==> src/tdmbt_consts.vh <==
// Constants for the transmit channel bit timing block
// How it works
// Mode inputs pick terminal channel count
// Full frame mode blocks bit-eight reset start
// Full frame reset held one bit for frame
// Gated channel match reclocked before restart
// Eight-bit counter: 3 bit, 5 channel bits
// Restart loads zeros into whole counter
// Channel count bits go out as address
// Bit strobes reclocked on inverted bit clock
// Full frame selects bit six, bit one
// Seven-eight strobe is six-seven delayed one bit
// First two channels switch selector alternate inputs
// Channel bits decode into 24 low strobes
// Counter MSB enables decoder halves
// Twenty-fifth state gives one-bit frame slot
// Channel module drives type line high for data
// Capture inverted type at bit two
// Seven-eight strobe shifts three-channel history
// Type line copy reclocked at bit two
// History output gated with inverted type
// Enable picks voice or data; frame overrides
// Counter steps once per bit clock
// Short modes restart at last bit eight
`ifndef TDMBT_CONSTS_VH
`define TDMBT_CONSTS_VH
// Register byte offsets
`define TDMBT_OFF_CTRL 4'h0
`define TDMBT_OFF_STATUS 4'h4
`define TDMBT_OFF_CHANNEL 4'h8
// Control fields
`define TDMBT_CTRL_MODE_LSB 0
`define TDMBT_CTRL_FULL_BIT 3
`define TDMBT_CTRL_RST 4'hd
// Terminal channel counts per mode select value
`define TDMBT_TERM_0 5'h03
`define TDMBT_TERM_1 5'h04
`define TDMBT_TERM_2 5'h06
`define TDMBT_TERM_3 5'h08
`define TDMBT_TERM_4 5'h0c
`define TDMBT_TERM_5 5'h18
`define TDMBT_TERM_6 5'h18
`define TDMBT_TERM_7 5'h18
// Channel value of the frame bit slot
`define TDMBT_FRAME_CHAN 5'h18
// Bit slot codes in the low counter bits
`define TDMBT_BIT_ONE 3'h0
`define TDMBT_BIT_TWO 3'h1
`define TDMBT_BIT_SIX 3'h5
`define TDMBT_BIT_SEVEN 3'h6
`define TDMBT_BIT_EIGHT 3'h7
`endif

==> src/tdmbt_timing.v <==
// Transmit bit and channel timing with register slave
//
// Chosen here: the placing of the registers and register access over Avalon-MM.
`timescale 1ns/10ps
`include "tdmbt_consts.vh"
module tdmbt_timing #(
  parameter CHANNELS = 24
) (
  input wire core_clk,
  input wire rst_n,
  input wire [3:0] avs_address,
  input wire avs_read,
  input wire avs_write,
  input wire [31:0] avs_writedata,
  output reg [31:0] avs_readdata,
  output wire avs_waitrequest,
  input wire bus_bit_clock,
  input wire channel_type_line,
  output wire [4:0] channel_addr,
  output reg [CHANNELS-1:0] channel_slot_strobe_n,
  output reg frame_slot_n,
  output reg strobe_one_two_n,
  output reg strobe_six_seven_n,
  output reg strobe_seven_eight_n,
  output reg bit_two_time_n,
  output reg bit_eight_time_n,
  output reg end_of_count,
  output reg frame_restart,
  output reg counter_load_pulse,
  output reg [2:0] type_history,
  output reg type_delayed,
  output reg dv_enable,
  output reg [1:0] path_select
);

////////////////////////////////////////////////////////////////
// Reset release

// Two-stage release of the async reset
reg rst_meta_reg;
reg rst_sync_n;

// Assert at once, release after two edges
always @(posedge core_clk or negedge rst_n) begin
  if (!rst_n) begin
    rst_meta_reg <= 1'b0;
    rst_sync_n <= 1'b0;
  end else begin
    rst_meta_reg <= 1'b1;
    rst_sync_n <= rst_meta_reg;
  end
end

////////////////////////////////////////////////////////////////
// Pin synchronisers

// Bit clock stages; first stage feeds second only
reg bclk_meta_reg;
reg bclk_sync_reg;
reg bclk_last_reg;
// Type line stages
reg ctype_meta_reg;
reg ctype_sync_reg;

// Sample pins through two flops
always @(posedge core_clk or negedge rst_sync_n) begin
  if (!rst_sync_n) begin
    bclk_meta_reg <= 1'b0;
    bclk_sync_reg <= 1'b0;
    bclk_last_reg <= 1'b0;
    ctype_meta_reg <= 1'b0;
    ctype_sync_reg <= 1'b0;
  end else begin
    bclk_meta_reg <= bus_bit_clock;
    bclk_sync_reg <= bclk_meta_reg;
    bclk_last_reg <= bclk_sync_reg;
    ctype_meta_reg <= channel_type_line;
    ctype_sync_reg <= ctype_meta_reg;
  end
end

// Rising edge of the bit clock
wire rise_tick;
// Rising edge of the inverted phase
wire fall_tick;
assign rise_tick = bclk_sync_reg & ~bclk_last_reg;
assign fall_tick = ~bclk_sync_reg & bclk_last_reg;

////////////////////////////////////////////////////////////////
// Control register

// Mode select and full frame flag
reg [3:0] ctrl_reg;
// Mode select lines
wire [2:0] mode_sel;
// Full frame mode flag
wire full_mode;
assign mode_sel = ctrl_reg[`TDMBT_CTRL_MODE_LSB+2:`TDMBT_CTRL_MODE_LSB];
assign full_mode = ctrl_reg[`TDMBT_CTRL_FULL_BIT];

////////////////////////////////////////////////////////////////
// Bit/channel counter

// Low three bits count bits, top five count channels
reg [7:0] cnt_reg;
reg [7:0] cnt_next;
// Bit slot within channel
wire [2:0] bit_slot;
// Channel number, zero based
wire [4:0] chan;
assign bit_slot = cnt_reg[2:0];
assign chan = cnt_reg[7:3];
// Channel address for the coder
assign channel_addr = chan;

// Reclocked gated channel match
reg match_reg;

// Counter next value
always @* begin
  cnt_next = cnt_reg;
  if (rise_tick) begin
    if (match_reg) begin
      // Parallel load of zeros
      cnt_next = 8'h00;
    end else begin
      // One step per bit clock
      cnt_next = cnt_reg + 8'h01;
    end
  end
end

// Counter state
always @(posedge core_clk or negedge rst_sync_n) begin
  if (!rst_sync_n) begin
    cnt_reg <= 8'h00;
  end else begin
    cnt_reg <= cnt_next;
  end
end

////////////////////////////////////////////////////////////////
// Channel counter control and reset

// Terminal count from the eight-way selector
reg [4:0] term_count;

// Eight-way selector on the mode lines
always @* begin
  case (mode_sel)
    3'h0: begin
      term_count = `TDMBT_TERM_0;
    end
    3'h1: begin
      term_count = `TDMBT_TERM_1;
    end
    3'h2: begin
      term_count = `TDMBT_TERM_2;
    end
    3'h3: begin
      term_count = `TDMBT_TERM_3;
    end
    3'h4: begin
      term_count = `TDMBT_TERM_4;
    end
    3'h5: begin
      term_count = `TDMBT_TERM_5;
    end
    3'h6: begin
      term_count = `TDMBT_TERM_6;
    end
    default: begin
      term_count = `TDMBT_TERM_7;
    end
  endcase
end

// Counter sits in the last selected channel
wire last_chan;
assign last_chan = (chan == term_count - 5'h01);

// Bit eight path, blocked in full frame mode
wire short_gate;
assign short_gate = ~full_mode & last_chan &
  (bit_slot == `TDMBT_BIT_EIGHT);
// Full frame path: frame slot state reached
wire full_gate;
assign full_gate = full_mode & (chan == `TDMBT_FRAME_CHAN);

// Reclock the gated match on the inverted phase
always @(posedge core_clk or negedge rst_sync_n) begin
  if (!rst_sync_n) begin
    match_reg <= 1'b0;
    end_of_count <= 1'b0;
  end else if (fall_tick) begin
    match_reg <= short_gate | full_gate;
    end_of_count <= last_chan;
  end
end

// Restart level for one bit period, load pulse one cycle
always @(posedge core_clk or negedge rst_sync_n) begin
  if (!rst_sync_n) begin
    frame_restart <= 1'b0;
    counter_load_pulse <= 1'b0;
  end else begin
    counter_load_pulse <= rise_tick & match_reg;
    if (rise_tick) begin
      frame_restart <= match_reg;
    end
  end
end

////////////////////////////////////////////////////////////////
// Bit counter decode and strobe selector

// Active-low one-of-eight bit decode
reg [7:0] bit_dec_n;
// Reclocked bit strobes, active low
reg [7:0] bit_str_n;
// First two channels flags, active low
wire first_flag_n;
wire second_flag_n;
assign first_flag_n = ~(chan == 5'h00);
assign second_flag_n = ~(chan == 5'h01);
// Selector on alternate inputs
wire sel_alt;
assign sel_alt = ~full_mode |
  (full_mode & (~first_flag_n | ~second_flag_n));

// Decode the three bit counter bits
always @* begin
  bit_dec_n = 8'hff;
  bit_dec_n[bit_slot] = 1'b0;
end

// Reclock strobes on the inverted bit clock
always @(posedge core_clk or negedge rst_sync_n) begin
  if (!rst_sync_n) begin
    bit_str_n <= 8'hff;
  end else if (fall_tick) begin
    bit_str_n <= bit_dec_n;
  end
end

// Combined strobes chosen by the selector
always @(posedge core_clk or negedge rst_sync_n) begin
  if (!rst_sync_n) begin
    strobe_one_two_n <= 1'b1;
    strobe_six_seven_n <= 1'b1;
    strobe_seven_eight_n <= 1'b1;
    bit_two_time_n <= 1'b1;
    bit_eight_time_n <= 1'b1;
  end else begin
    bit_two_time_n <= bit_str_n[1];
    bit_eight_time_n <= bit_str_n[7];
    if (sel_alt) begin
      // Alternate inputs: two-slot strobes
      strobe_one_two_n <= bit_str_n[0] & bit_str_n[1];
      strobe_six_seven_n <= bit_str_n[5] & bit_str_n[6];
    end else begin
      // First inputs: single slots
      strobe_one_two_n <= bit_str_n[0];
      strobe_six_seven_n <= bit_str_n[5];
    end
    if (fall_tick) begin
      strobe_seven_eight_n <= strobe_six_seven_n;
    end
  end
end

////////////////////////////////////////////////////////////////
// Channel counter decode

// Half enables from the counter MSB
wire low_half_en;
wire high_half_en;
assign high_half_en = chan[4];
assign low_half_en = ~chan[4];
// Raw active-low decode
wire [CHANNELS-1:0] chan_dec_n;

genvar gi;
generate
  for (gi = 0; gi < CHANNELS; gi = gi + 1) begin : g_chan
    // Each output matches the low four bits in its half
    if (gi < 16) begin : g_low
      assign chan_dec_n[gi] = ~(low_half_en &
        (chan[3:0] == gi[3:0]));
    end else begin : g_high
      assign chan_dec_n[gi] = ~(high_half_en &
        (chan[3:0] == gi[3:0]));
    end
  end
endgenerate

// Latch the decode at each bit clock edge
always @(posedge core_clk or negedge rst_sync_n) begin
  if (!rst_sync_n) begin
    channel_slot_strobe_n <= {CHANNELS{1'b1}};
    frame_slot_n <= 1'b1;
  end else if (rise_tick | fall_tick) begin
    channel_slot_strobe_n <= chan_dec_n;
    // Twenty-fifth output marks the frame bit, full frame only
    frame_slot_n <= ~(full_mode & high_half_en &
      (chan[3:0] == 4'h8));
  end
end

////////////////////////////////////////////////////////////////
// Data/voice enable

// Inverted type captured at bit two
reg held_type_reg;
// Edge detect on the seven-eight strobe
reg s78_last_reg;
wire s78_start;
assign s78_start = ~strobe_seven_eight_n & s78_last_reg;
// Bit two capture moment
wire bit_two_evt;
assign bit_two_evt = fall_tick & ~bit_dec_n[1];

// Capture, history shift and copy
always @(posedge core_clk or negedge rst_sync_n) begin
  if (!rst_sync_n) begin
    held_type_reg <= 1'b0;
    s78_last_reg <= 1'b1;
    type_history <= 3'h0;
    type_delayed <= 1'b0;
  end else begin
    s78_last_reg <= strobe_seven_eight_n;
    if (bit_two_evt) begin
      held_type_reg <= ~ctype_sync_reg;
      type_delayed <= ctype_sync_reg;
    end
    if (s78_start) begin
      type_history <= {type_history[1:0], held_type_reg};
    end
  end
end

// Enable: high picks data path, frame bit wins
always @(posedge core_clk or negedge rst_sync_n) begin
  if (!rst_sync_n) begin
    dv_enable <= 1'b0;
    path_select <= 2'h0;
  end else begin
    dv_enable <= ~(type_history[0] & ~ctype_sync_reg);
    if (!frame_slot_n) begin
      path_select <= 2'h2;
    end else begin
      path_select <= {1'b0, dv_enable};
    end
  end
end

////////////////////////////////////////////////////////////////
// Avalon-MM slave

// Answer one cycle after the request
reg ack_reg;
wire req;
assign req = avs_read | avs_write;
assign avs_waitrequest = req & ~ack_reg;

// Read mux of local state
reg [31:0] rd_mux;
always @* begin
  case (avs_address)
    `TDMBT_OFF_CTRL: begin
      rd_mux = {28'h0000000, ctrl_reg};
    end
    `TDMBT_OFF_STATUS: begin
      rd_mux = {19'h00000, frame_restart, dv_enable,
        type_history, cnt_reg};
    end
    `TDMBT_OFF_CHANNEL: begin
      rd_mux = {8'h00, ~channel_slot_strobe_n};
    end
    default: begin
      rd_mux = 32'h00000000;
    end
  endcase
end

// Handshake, read data and control writes
always @(posedge core_clk or negedge rst_sync_n) begin
  if (!rst_sync_n) begin
    ack_reg <= 1'b0;
    avs_readdata <= 32'h00000000;
    ctrl_reg <= `TDMBT_CTRL_RST;
  end else begin
    ack_reg <= req & ~ack_reg;
    if (avs_read & ~ack_reg) begin
      avs_readdata <= rd_mux;
    end
    if (avs_write & ack_reg &
        (avs_address == `TDMBT_OFF_CTRL)) begin
      ctrl_reg <= avs_writedata[3:0];
    end
  end
end

endmodule
==> config.mk <==
export PLATFORM = sky130hd
export DESIGN_NAME = tdmbt_timing
export DESIGN_NICKNAME = d
export VERILOG_FILES = /design/src/tdmbt_timing.v
export VERILOG_INCLUDE_DIRS = /design/src
export SDC_FILE = /design/constraint.sdc
export NUM_CORES = 1
export LEC_CHECK = 0
export BUFFER_PORTS_ARGS = -buffer_cell sky130_fd_sc_hd__buf_2
export CAP_MARGIN = 5
export CELL_PAD_IN_SITES_DETAIL_PLACEMENT = 0
export CELL_PAD_IN_SITES_GLOBAL_PLACEMENT = 2
export CORE_MARGIN = 5
export CORE_UTILIZATION = 29
export CTS_CLUSTER_SIZE = 12
export DETAILED_ROUTE_END_ITERATION = 8
export GPL_ROUTABILITY_DRIVEN = 0
export HOLD_SLACK_MARGIN = 0.15
export PLACE_DENSITY_LB_ADDON = 0.08
export SLEW_MARGIN = 40
export SYNTH_ARGS = -nofsm -noshare
export SYNTH_HDL_FRONTEND = slang
export SYNTH_SLANG_ARGS = --single-unit
==> constraint.sdc <==
create_clock -name core_clk -period 7.2 [get_ports core_clk]
set_input_delay 1.08 -clock core_clk [delete_from_list [all_inputs] [get_ports core_clk]]
set_output_delay 1.08 -clock core_clk [all_outputs]
set_load 0.02 [all_outputs]
==> summary.md <==
| Metric | Value |
|---|---|
| Outcome | `finished clean` |
| Synth top area share | `32.63%` |
| Data required time of the worst path | `6.12 ns` |
| Reg2reg start | `ctrl_reg[1]$_DFFE_PN0P_` |
| Avg Cell Area, Syn | `11.11 um^2` |
| Count of final setup violators | `0` |
| Most common flop cell mapped by yosys | `dfrtp_1` |
| Cell family with most CP delay | `buffers and inverters` |
| DIE AREA | `16490 um^2` |
| Layout Area Growth over Synthesis | `19.76%` |
| Post-CTS Resized | `0` |
| PortBufs | `83` |
| Share of layout cells above drive strength 1 | `35.78%` |
| Top-count cell post-synth | `dfrtp_1` |
| Critical-path top delay cell | `buf_2` |
| Unrepaired setup endpoints after global routing | `false` |
| CP startpoint kind | `input port` |
| TNS Setup | `0 ns` |
| Largest net degree at the start of global routing | `73` |
| Wire per inst | `17.31 um` |
| Worst VDD drop | `0.0001147 V` |
| H-Tree Depth | `3` |
| Aggregate global routing overflow | `0` |
| Worst reg2reg setup slack | `5.22 ns` |
| Worst skew pair latency | `0.34 ns` |
| CTS tree | `done` |
| # clock sinks | `92` |
| DR pass1 iterations | `4` |
| FILL cells | `1447` |
| Overall Global Routing Usage | `13.29%` |
| Placed Cells | `600` |
| Layout Nets | `478` |
| Mapped cell area | `4065 um^2` |
| Drt initial violations | `167` |
| Power Dens Cells | `270.1 nW/um^2` |
| Syn. warnings | `0` |
| Largest area contributor in the netlist | `dfrtp_1` |
| CP Buf/Inv Count | `2` |
| Endpoint class of the critical path | `primary output` |
| WS Path Type | `input port to primary output` |
| Die W | `128.4 um` |
| Post CTS Setup Buffer Count | `0` |
| Max Buffers Root-to-Sink | `2` |
| Maxcap violations | `0` |
| Crit path cell chain | `buf_2 > nor2_1 > nor2_1 > buf_2` |
| Sequential fraction of the synthesis area | `57.83%` |
| Hold Buf Count CTS | `0` |
| Fin. Hold Viols | `0` |
| Register-to-Register Path Depth | `6` |
| Critical Path Max Stage Delay | `0.18 ns` |
| I/O pin count | `120` |
| Period utilization | `35.86%` |
| RR Endpoint | `end_of_count$_DFFE_PN0P_` |
| Via count | `2973` |
| DP HPWL | `7.523 mm` |
| Synthesized instance count | `366` |
| Tmin final | `2.582 ns` |
| Largest cells by area after synthesis | `dfrtp_1 (33%), dfstp_2 (25%), a22o_1 (3.2%)` |
| CTS Root Cell | `clkbuf_16` |
| Max Transition Viols Final | `0` |
| Num CTS Buffers | `9` |
| Post-synth EDFFs | `0` |
| DRC | `0` |
| Layout Skew | `0.006018 ns` |
| Pleak | `2.208 nW` |
| Via density | `4.826` |
| Ys async rst share | `100.0%` |
| #FFs+latches synth | `92` |
| Relative slew slack | `49.77%` |
| DRT antenna net count | `0` |
| Initial core utilization | `29.40%` |
| Core Footprint | `13830 um^2` |
| Diodes inserted | `0` |
| Slew @ Worst Pin | `0.7535 ns` |
| First-pass GRT wire length | `16.95 mm` |
| Min-delay worst type | `flop to async pin` |
| Clock slew seen by the registers of the worst setup and hold paths | `0.07 ns` |
| Vias in the first global route | `2900` |
| Chip height | `128.4 um` |
| Initial antenna violation count | `0` |
| Top cells by count, synth | `dfrtp_1 (53), dfstp_2 (39), a21oi_1 (25)` |
| Synth cell types | `43` |
| Post-Layout Cell Count | `616` |
| Peak Freq | `0.3873 GHz` |
| Critical path peak fanout | `2` |
| Arr. time, crit path | `1.50 ns` |
| Final Routed Wirelength | `10.67 mm` |
| Row cnt | `43` |
==> report_power, final <==
part	internal (mW)	total (mW)	switching, mW	leakage (nW)
clock	0.289	0.493	0.204	0.153
combinational	0.0744	0.197	0.122	0.949
sequential	0.574	0.625	0.0511	1.11
==> final cells by class <==
type / count / area, um^2 / share of cell area, %
Tap cell: 180 / 225.2 / 4.626
Multi-Input combinational cell: 219 / 1453 / 29.84
Inverter: 24 / 90.09 / 1.850
Clock inverter: 5 / 58.81 / 1.208
Timing Repair Buffer: 85 / 434.2 / 8.918
Sequential cell: 92 / 2355 / 48.37
Clock buffer: 11 / 252.7 / 5.191
==> cells in the final DEF (no fill, tap or decap), types with 4 or more instances in the layout <==
| cell type | Yosys | final |
|---|---|---|
| buf_2 | 6 | 83 |
| dfrtp_1 | 53 | 52 |
| dfstp_2 | 39 | 39 |
| a21oi_1 | 25 | 25 |
| inv_1 | 24 | 24 |
| nand2_1 | 20 | 19 |
| nor2b_1 | 16 | 16 |
| a22o_1 | 15 | 15 |
| nor2_1 | 13 | 13 |
| nor3_1 | 13 | 13 |
| o31ai_1 | 12 | 12 |
| o21ai_0 | 10 | 10 |
| mux2_2 | 9 | 9 |
| o2bb2ai_1 | 9 | 9 |
| conb_1 | 2 | 9 |
| clkbuf_16 | 0 | 9 |
| o22ai_1 | 7 | 7 |
| a32oi_1 | 7 | 7 |
| nand3_1 | 6 | 6 |
| mux2i_1 | 5 | 5 |
| o21a_1 | 4 | 4 |
| ha_1 | 5 | 4 |
==> metrics by stage <==
step	hold WS, ns	setup slack, ns	utilization [%]	instance area (um^2)	total power [mW]
after floorplan	0.3312	4.516	-	4091	0.7689
after global placement	0.2154	4.464	32.89	4548	0.8331
after detailed placement	0.2239	4.565	32.96	4557	0.8354
after CTS	0.2313	4.606	35.21	4868	1.338
after global routing	0.2517	4.583	35.21	4868	1.385
final	0.2150	4.618	35.21	4868	1.315
==> how the worst max path moves through the flow <==
stage                          from                           end  slack [ns]  cells after the start
2_1_floorplan  rst_sync_n$_DFF_PN0_             ack_reg$_DFF_PN0_        4.52                      0
3_3_place_gp         avs_address[2]  avs_readdata[12]$_DFFE_PN0P_        4.46                      5
3_5_place_dp         avs_address[1]       ctrl_reg[1]$_DFFE_PN0P_        4.57                      4
4_1_cts                    avs_read               avs_waitrequest        4.61                      4
5_1_grt                    avs_read               avs_waitrequest        4.58                      4
6_report                   avs_read               avs_waitrequest        4.62                      4
==> kinds of logic after synthesis <==
logic type,count (synthesis),share of synthesized area [%]
compound gates,99,17.24
simple gates,89,11.63
mux,14,3.724
flops,92,57.83
buf+inv,62,7.202
fa+ha+maj,5,1.539
other cells,2,0.1847
xor+xnor,3,0.6465
==> per-layer routing <==
layer / vias to the layer above / global-route usage (%) / routed length, um
li1: 1413 / - / -
met1: 1479 / 19.17 / 5278
met2: 67 / 19.46 / 4666
met3: 14 / 2.823 / 514
met4: 0 / 5.306 / 206
met5: - / 0 / 0
Power figures use the tool's default switching activity.
